===== config.mk =====
export PLATFORM = sky130hd
export DESIGN_NAME = gssr_top
export DESIGN_NICKNAME = d
export VERILOG_FILES = /design/src/core/gssr_pkg.sv /design/src/core/gssr_stb_if.sv /design/src/core/gssr_stb.sv /design/src/core/gssr_top.sv
export SDC_FILE = /design/constraint.sdc
export NUM_CORES = 1
export LEC_CHECK = 0
export ABC_AREA = 1
export BUFFER_PORTS_ARGS = -buffer_cell sky130_fd_sc_hd__buf_2
export CAP_MARGIN = 0
export CORE_AREA = 2 2 60 62
export DETAILED_ROUTE_END_ITERATION = 10
export DIE_AREA = 0 0 62 64
export MAX_ROUTING_LAYER = met4
export PLACE_DENSITY = 0.71
export SYNTH_ARGS = -nofsm -noshare
export SYNTH_HDL_FRONTEND = slang
export SYNTH_SLANG_ARGS = --single-unit
export TNS_END_PERCENT = 30

===== constraint.sdc =====
create_clock -name MCLK -period 0.9 [get_ports MCLK]
set_input_delay 0 -clock MCLK [delete_from_list [all_inputs] [get_ports MCLK]]
set_output_delay 0 -clock MCLK [all_outputs]
set_load 0.005 [all_outputs]

===== src/core/gssr_pkg.sv =====
// Package: constants and helpers for the status byte and service request block
package gssr_pkg;

   localparam int        BIT_OPER     = 7;
   localparam int        BIT_RQS      = 6;
   localparam int        BIT_ESB      = 5;
   localparam int        BIT_MAV      = 4;
   localparam logic [7:0] MASK_RST    = 8'h00;
   localparam logic [7:0] STB_RST     = 8'h00;
   localparam logic [7:0] SUM_IGNORE  = 8'hbf;
   localparam logic [7:0] OQ_EMPTY    = 8'h00;

   typedef enum logic [1:0] {
      ADR_IDLE,
      ADR_LISTEN,
      ADR_TALK
   } gssr_adr_e;

   function automatic logic [7:0] stb_pack(
      input logic oper,
      input logic rqs,
      input logic esb,
      input logic mav
   );
      logic [7:0] b;
      b           = 8'h00;
      b[BIT_OPER] = oper;
      b[BIT_RQS]  = rqs;
      b[BIT_ESB]  = esb;
      b[BIT_MAV]  = mav;
      return b;
   endfunction

endpackage


===== src/core/gssr_stb_if.sv =====
// Interface: carries status sources and summary between top and status combiner
`timescale 1ns/1ps
interface gssr_stb_if;
   logic [7:0] oq_count;
   logic [7:0] esr_bits;
   logic [7:0] ese_bits;
   logic       oper;
   logic       rqs;
   logic [7:0] mask;
   logic       mav;
   logic       esb;
   logic [7:0] live;
   logic       sum;

   modport calc (
      input  oq_count, esr_bits, ese_bits, oper, rqs, mask,
      output mav, esb, live, sum
   );

   modport user (
      output oq_count, esr_bits, ese_bits, oper, rqs, mask,
      input  mav, esb, live, sum
   );
endinterface


===== src/core/gssr_stb.sv =====
// Module: combines status sources into the live status byte and its summary
`timescale 1ns/1ps
module gssr_stb (
   gssr_stb_if.calc st
);

   logic [7:0] enabled;

   always_comb begin
      st.mav = (st.oq_count != gssr_pkg::OQ_EMPTY);
      st.esb = |(st.esr_bits & st.ese_bits);
   end

   // Masked bits stay visible in the byte
   always_comb begin
      st.live = gssr_pkg::stb_pack(st.oper, st.rqs, st.esb, st.mav);
   end

   // Bit 6 of the mask is dropped so the summary cannot feed itself
   always_comb begin
      enabled = st.live & st.mask & gssr_pkg::SUM_IGNORE;
      st.sum  = |enabled;
   end

endmodule


===== src/core/gssr_top.sv =====
// Module: device-side status byte, service request and serial poll logic
`timescale 1ns/1ps
module gssr_top (
   input  wire logic       MCLK,
   input  wire logic       RST,
   input  wire logic       IFC_IN,
   input  wire logic       SPE_CMD,
   input  wire logic       SPD_CMD,
   input  wire logic       TALK_ADDR_CMD,
   input  wire logic       UNTALK_CMD,
   input  wire logic       LISTEN_ADDR_CMD,
   input  wire logic       UNLISTEN_CMD,
   input  wire logic       BYTE_TAKEN,
   input  wire logic [7:0] OQ_COUNT,
   input  wire logic [7:0] ESR_BITS,
   input  wire logic [7:0] ESE_BITS,
   input  wire logic       OPER_SUM,
   input  wire logic       MASK_WR,
   input  wire logic [7:0] MASK_WDATA,
   input  wire logic       CLS_CMD,
   input  wire logic       STB_QUERY,
   output logic            SRQ_O,
   output logic            SRQ_OE,
   output logic [7:0]      DIO_O,
   output logic            DIO_OE,
   output logic            TALK_ACT,
   output logic            LISTEN_ACT,
   output logic            POLL_ACT,
   output logic            SRQ_LAMP,
   output logic [7:0]      MASK_Q,
   output logic [7:0]      STB_RESP,
   output logic            STB_RESP_VLD
);

   gssr_stb_if           st ();

   gssr_pkg::gssr_adr_e  adr_ff;
   gssr_pkg::gssr_adr_e  nxt_adr;
   logic                 poll_ff;
   logic                 nxt_poll;
   logic [7:0]           mask_ff;
   logic [7:0]           nxt_mask;
   logic [7:0]           en_now;
   logic [7:0]           en_prev_ff;
   logic                 evt;
   logic                 clr_req;
   logic [7:0]           frozen_ff;
   logic [7:0]           nxt_frozen;
   logic                 rqs_ff;
   logic                 nxt_rqs;
   logic                 pend_ff;
   logic                 nxt_pend;
   logic                 blocked;
   logic                 promote;
   logic                 poll_read;
   logic [7:0]           dio_ff;
   logic                 dio_oe_ff;
   logic                 nxt_dio_oe;
   logic                 srq_oe_ff;
   logic                 srq_o_ff;
   logic                 lamp_ff;
   logic [7:0]           resp_ff;
   logic [7:0]           nxt_resp;
   logic                 resp_vld_ff;
   logic                 talk_ff;
   logic                 listen_ff;

   assign st.oq_count = OQ_COUNT;
   assign st.esr_bits = ESR_BITS;
   assign st.ese_bits = ESE_BITS;
   assign st.oper     = OPER_SUM;
   assign st.rqs      = rqs_ff;
   assign st.mask     = mask_ff;

   gssr_stb u_stb (
      .st (st.calc)
   );

   // Addressing. There is no controller state here: the device can only be
   // addressed, so a pass-control message has nowhere to land.
   always_comb begin
      nxt_adr = adr_ff;
      case (adr_ff)
         gssr_pkg::ADR_IDLE: begin
            if (TALK_ADDR_CMD) begin
               nxt_adr = gssr_pkg::ADR_TALK;
            end else if (LISTEN_ADDR_CMD) begin
               nxt_adr = gssr_pkg::ADR_LISTEN;
            end
         end
         gssr_pkg::ADR_LISTEN: begin
            if (TALK_ADDR_CMD) begin
               nxt_adr = gssr_pkg::ADR_TALK;
            end else if (UNLISTEN_CMD) begin
               nxt_adr = gssr_pkg::ADR_IDLE;
            end
         end
         gssr_pkg::ADR_TALK: begin
            if (LISTEN_ADDR_CMD) begin
               nxt_adr = gssr_pkg::ADR_LISTEN;
            end else if (UNTALK_CMD) begin
               nxt_adr = gssr_pkg::ADR_IDLE;
            end
         end
         default: begin
            nxt_adr = gssr_pkg::ADR_IDLE;
         end
      endcase
      // Interface clear overrides any address command in the same cycle
      if (IFC_IN) begin
         nxt_adr = gssr_pkg::ADR_IDLE;
      end
   end

   always_ff @(posedge MCLK) begin
      if (RST) begin
         adr_ff <= gssr_pkg::ADR_IDLE;
      end else begin
         adr_ff <= nxt_adr;
      end
   end

   // Flags follow the next state so they never lag the address machine
   always_ff @(posedge MCLK) begin
      if (RST) begin
         talk_ff <= 1'b0;
      end else begin
         talk_ff <= (nxt_adr == gssr_pkg::ADR_TALK);
      end
   end

   always_ff @(posedge MCLK) begin
      if (RST) begin
         listen_ff <= 1'b0;
      end else begin
         listen_ff <= (nxt_adr == gssr_pkg::ADR_LISTEN);
      end
   end

   // Serial poll mode, entered by poll enable and left by disable or clear
   always_comb begin
      nxt_poll = poll_ff;
      if (SPE_CMD) begin
         nxt_poll = 1'b1;
      end
      if (SPD_CMD || IFC_IN) begin
         nxt_poll = 1'b0;
      end
   end

   always_ff @(posedge MCLK) begin
      if (RST) begin
         poll_ff <= 1'b0;
      end else begin
         poll_ff <= nxt_poll;
      end
   end

   // Enable mask; new value is used by the summary on the next cycle
   always_comb begin
      nxt_mask = mask_ff;
      if (MASK_WR) begin
         nxt_mask = MASK_WDATA;
      end
   end

   always_ff @(posedge MCLK) begin
      if (RST) begin
         mask_ff <= gssr_pkg::MASK_RST;
      end else begin
         mask_ff <= nxt_mask;
      end
   end

   // Rise of any single enabled bit is a new reason, so a second condition
   // arriving while another is set still counts; so does an exposing mask write
   assign en_now = st.live & mask_ff & gssr_pkg::SUM_IGNORE;

   always_ff @(posedge MCLK) begin
      if (RST) begin
         en_prev_ff <= gssr_pkg::STB_RST;
      end else begin
         en_prev_ff <= en_now;
      end
   end

   assign evt = |(en_now & ~en_prev_ff);

   // Read of the frozen byte by the controller during a poll
   assign poll_read = BYTE_TAKEN & poll_ff & talk_ff;

   // New reasons are parked while a request stands or a poll runs
   assign blocked = poll_ff | rqs_ff;
   assign promote = pend_ff & ~poll_ff & ~rqs_ff;

   assign clr_req = poll_read | CLS_CMD;

   always_comb begin
      nxt_rqs = rqs_ff;
      if (clr_req) begin
         nxt_rqs = 1'b0;
      end
      // Set wins over a clear arriving in the same cycle
      if ((evt || promote) && !blocked) begin
         nxt_rqs = 1'b1;
      end
   end

   always_ff @(posedge MCLK) begin
      if (RST) begin
         rqs_ff <= 1'b0;
      end else begin
         rqs_ff <= nxt_rqs;
      end
   end

   always_comb begin
      nxt_pend = pend_ff;
      if (CLS_CMD || promote) begin
         nxt_pend = 1'b0;
      end
      // A late reason survives a clear in its own cycle
      if (evt && blocked) begin
         nxt_pend = 1'b1;
      end
   end

   always_ff @(posedge MCLK) begin
      if (RST) begin
         pend_ff <= 1'b0;
      end else begin
         pend_ff <= nxt_pend;
      end
   end

   // Snapshot taken once at poll enable; nothing touches it during the poll
   always_comb begin
      nxt_frozen = frozen_ff;
      if (SPE_CMD && !poll_ff) begin
         nxt_frozen = st.live;
      end else if (CLS_CMD && !poll_ff) begin
         nxt_frozen = gssr_pkg::STB_RST;
      end
   end

   always_ff @(posedge MCLK) begin
      if (RST) begin
         frozen_ff <= gssr_pkg::STB_RST;
      end else begin
         frozen_ff <= nxt_frozen;
      end
   end

   // Data lines are driven only for the poll byte; parallel poll is never
   // answered, so no other path can enable them.
   always_comb begin
      nxt_dio_oe = nxt_poll && (nxt_adr == gssr_pkg::ADR_TALK);
   end

   // Released by disable, clear, untalk or a listen address alike
   always_ff @(posedge MCLK) begin
      if (RST) begin
         dio_oe_ff <= 1'b0;
      end else begin
         dio_oe_ff <= nxt_dio_oe;
      end
   end

   // Follows the snapshot, which itself holds still for the whole poll
   always_ff @(posedge MCLK) begin
      if (RST) begin
         dio_ff <= gssr_pkg::STB_RST;
      end else begin
         dio_ff <= nxt_frozen;
      end
   end

   // Open-drain request line: pulled low while the request stands
   always_ff @(posedge MCLK) begin
      if (RST) begin
         srq_oe_ff <= 1'b0;
      end else begin
         srq_oe_ff <= nxt_rqs;
      end
   end

   // Never driven high: the line is wired, so only a low level is ever shown
   always_ff @(posedge MCLK) begin
      if (RST) begin
         srq_o_ff <= 1'b0;
      end else begin
         srq_o_ff <= 1'b0;
      end
   end

   // Lamp follows the request regardless of local or remote mode
   always_ff @(posedge MCLK) begin
      if (RST) begin
         lamp_ff <= 1'b0;
      end else begin
         lamp_ff <= nxt_rqs;
      end
   end

   // Query answer: live byte with the master summary in bit 6, no side effect
   always_comb begin
      nxt_resp = resp_ff;
      if (STB_QUERY) begin
         nxt_resp = gssr_pkg::stb_pack(OPER_SUM, st.sum, st.esb, st.mav);
      end
   end

   always_ff @(posedge MCLK) begin
      if (RST) begin
         resp_ff <= gssr_pkg::STB_RST;
      end else begin
         resp_ff <= nxt_resp;
      end
   end

   // One-cycle strobe; the data stands until the next query
   always_ff @(posedge MCLK) begin
      if (RST) begin
         resp_vld_ff <= 1'b0;
      end else begin
         resp_vld_ff <= STB_QUERY;
      end
   end

   assign SRQ_O        = srq_o_ff;
   assign SRQ_OE       = srq_oe_ff;
   assign DIO_O        = dio_ff;
   assign DIO_OE       = dio_oe_ff;
   assign TALK_ACT     = talk_ff;
   assign LISTEN_ACT   = listen_ff;
   assign POLL_ACT     = poll_ff;
   assign SRQ_LAMP     = lamp_ff;
   assign MASK_Q       = mask_ff;
   assign STB_RESP     = resp_ff;
   assign STB_RESP_VLD = resp_vld_ff;

endmodule


==> results_dict.tcl <==
set metrics [dict create \
    path_max_fanout 2 \
    wl_per_cell_um 9.66 \
    area_growth_pct 52.1 \
    path_buf_inv 1 \
    cp_slowest_stage_delay_ns 0.37 \
    numCtsBuffers 3 \
    cap_viol_max_count 0 \
    viasPerCell 4.33 \
    worst-endpoint-arrival_ns 1.24 \
    grt_max_degree 16 \
    drc 0 \
    path_clk_slew_ns 0.14 \
    layout.area.seq_um2 571 \
    syn-instance-count 164 \
    slowest_stage "dfxtp_2" \
    drtIter0Drc 35 \
    coreArea_um2 3280 \
    place.gp.congestion 0.716 \
    timing_worst_setup_path_type "reg -> reg" \
    vias 1285 \
    synth_warnings 0 \
    drive_gt1_frac 0.363 \
    multi_input_area_um2 532 \
    whs_ns -0.0408 \
    ys_ff_latch 28 \
    grt_pass1_wl_um 4660 \
    ant_nets 0 \
    grt_setup_unrepaired "true" \
    setup_viol 6 \
    die_h_um 64 \
    hold_violations 4 \
    synth_seq_area_share 0.471 \
    max_freq_ghz 1.01 \
    finalPower_mw 2.43 \
    layout_common_cells "buf_2, nor2_1, nand2_1" \
    postCtsSetupBuffers 0 \
    fin_crit_ns 0.991 \
    crit_path_start_kind "flop" \
    drt_pass1_iterations 4 \
    chipWidth_um 62 \
    cts.htree.levels 1 \
    finalCritPeriodShare 1.10 \
    cts_sinks 28 \
    io_pins 78 \
    nFillCells 319 \
    cts_tree "done" \
    power_leakage_nw 0.956 \
    antenna_cells 0 \
    clk_path_buf_depth 2 \
    root_buffer "clkbuf_4" \
    grt_overflow 0 \
    ctsHoldBuffers 15 \
    final_common_cell "buf_2" \
    initial_utilization 0.362 \
    dieArea_um2 3970 \
    dpl.hpwl_um 2090 \
    peakVddDrop_v 0.000620 \
    hold_class "in -> reg" \
    clock_latency_ns 0.32 \
    dpl.cell_count 278 \
    nets 298 \
    grt_usage 0.155 \
    yosysUniqueCellTypes 24 \
    critical_path_required_ns 1.15 \
    syn_area_um2 1190 \
    place.port_buffers 68 \
    wl_um 2870 \
    grt_antenna_before_repair 0 \
    slew_viol_final 0 \
    crit_family "flip-flops" \
    final_cells 297 \
    p_per_area_nw_per_um2 1340 \
    syn_area_per_cell_um2 7.26 \
    finalClockSkew_ns 0.00301 \
    setup_slack_ns -0.0913 \
    tns_ns -0.293 \
    status "finished with violations" \
    end_kind "flop" \
    row_count 21 \
    crit_chain "inv_2, or3_4, a211oi_2" \
    violations "hold timing, setup timing" \
    grt_pass1_vias 1189 \
]
-- path summary, 6_finish.rpt --
check	startpoint	cells after the start	endpoint	slack, ns
max reg2reg	adr_ff[0]	3	LISTEN_ACT	-0.09
max	adr_ff[0]	3	LISTEN_ACT	-0.09
min reg2reg	DIO_O[6]	2	DIO_O[6]	0.47
min	UNLISTEN_CMD	3	adr_ff[0]	-0.04
-- state kept, by name, summed over array words and instances (netlist names) --
register and flops:
MASK_Q 8, STB_RESP_VLD 1, DIO_O 4, pend_ff 1
POLL_ACT 1, SRQ_LAMP 1, en_prev_ff 3, DIO_OE 1
LISTEN_ACT 1, STB_RESP 4, adr_ff 2, TALK_ACT 1
-- report_power, final --
group / internal [mW] / switching, mW
Combinational: 0.255 / 0.222
Sequential: 1.32 / 0.0414
Clock: 0.247 / 0.349
-- final cells by class --
type	instances	share of cell area
multi-input combinational	111	0.294
tap	46	0.0318
inverter	20	0.0415
sequential	28	0.315
timing repair buffer	88	0.297
clock buffer	4	0.0201
-- repair_timing --
action                                  in CTS  in global routing
pin swaps                                    1                  1
resized for setup                            6                  9
endpoints found under the setup margin      12                 17
hold endpoints to repair                    20                  2
-- kinds of logic (layout without fill, tap and decap cells) --
family | count (synthesis) | in the layout | share of synthesized area
AO/OA/AOI/OAI | 26 | 26 | 0.127
buffers and inverters | 33 | 112 | 0.139
other | 1 | 9 | 0.00315
AND/OR/NAND/NOR | 76 | 76 | 0.260
flip-flops | 28 | 28 | 0.471
-- synthesized netlist by cell type --
cell type / instances / share of area
nor2_1: 34 / 0.11
o31ai_1: 1 / 0.0063
nor3_1: 1 / 0.0042
clkbuf_2: 1 / 0.0042
dfxtp_1: 28 / 0.47
nand3b_1: 1 / 0.0063
a211oi_1: 2 / 0.013
o2111ai_1: 1 / 0.0074
or2_1: 1 / 0.0053
a41oi_1: 1 / 0.0074
o211ai_1: 1 / 0.0063
buf_2: 2 / 0.0084
buf_4: 10 / 0.063
or3_4: 1 / 0.0095
a31oi_1: 1 / 0.0053
nor4_1: 1 / 0.0053
o21ai_0: 13 / 0.055
inv_1: 20 / 0.063
a21oi_1: 5 / 0.021
nand4_1: 1 / 0.0053
conb_1: 1 / 0.0032
nand2_1: 33 / 0.10
o21bai_1: 1 / 0.0063
nand3_1: 3 / 0.013
-- tightest hold or removal path, cell delays in order --
cell,delay (ns)
buf_2,0.08
or3_4,0.12
a211oi_2,0.05
-- metrics by stage --
step	hold WS [ns]	worst slack [ns]	instance area, um^2	util
2_1_floorplan	0.0780	-0.0161	1230	-
3_3_place_gp	0.190	-0.0348	1580	0.480
3_5_place_dp	0.192	-0.0675	1580	0.480
4_1_cts	-0.0621	-0.0877	1780	0.542
5_1_grt	-0.0566	-0.136	1810	0.551
6_report	-0.0408	-0.0913	1810	0.551
-- metal layers --
layer	vias up	GRT usage	wire length [um]
li1	674	-	-
met1	561	0.177	1230
met2	48	0.281	1440
met3	2	0.0182	189
met4	0	0.0319	14
met5	-	-	0
(Power assumes the default switching activity.)
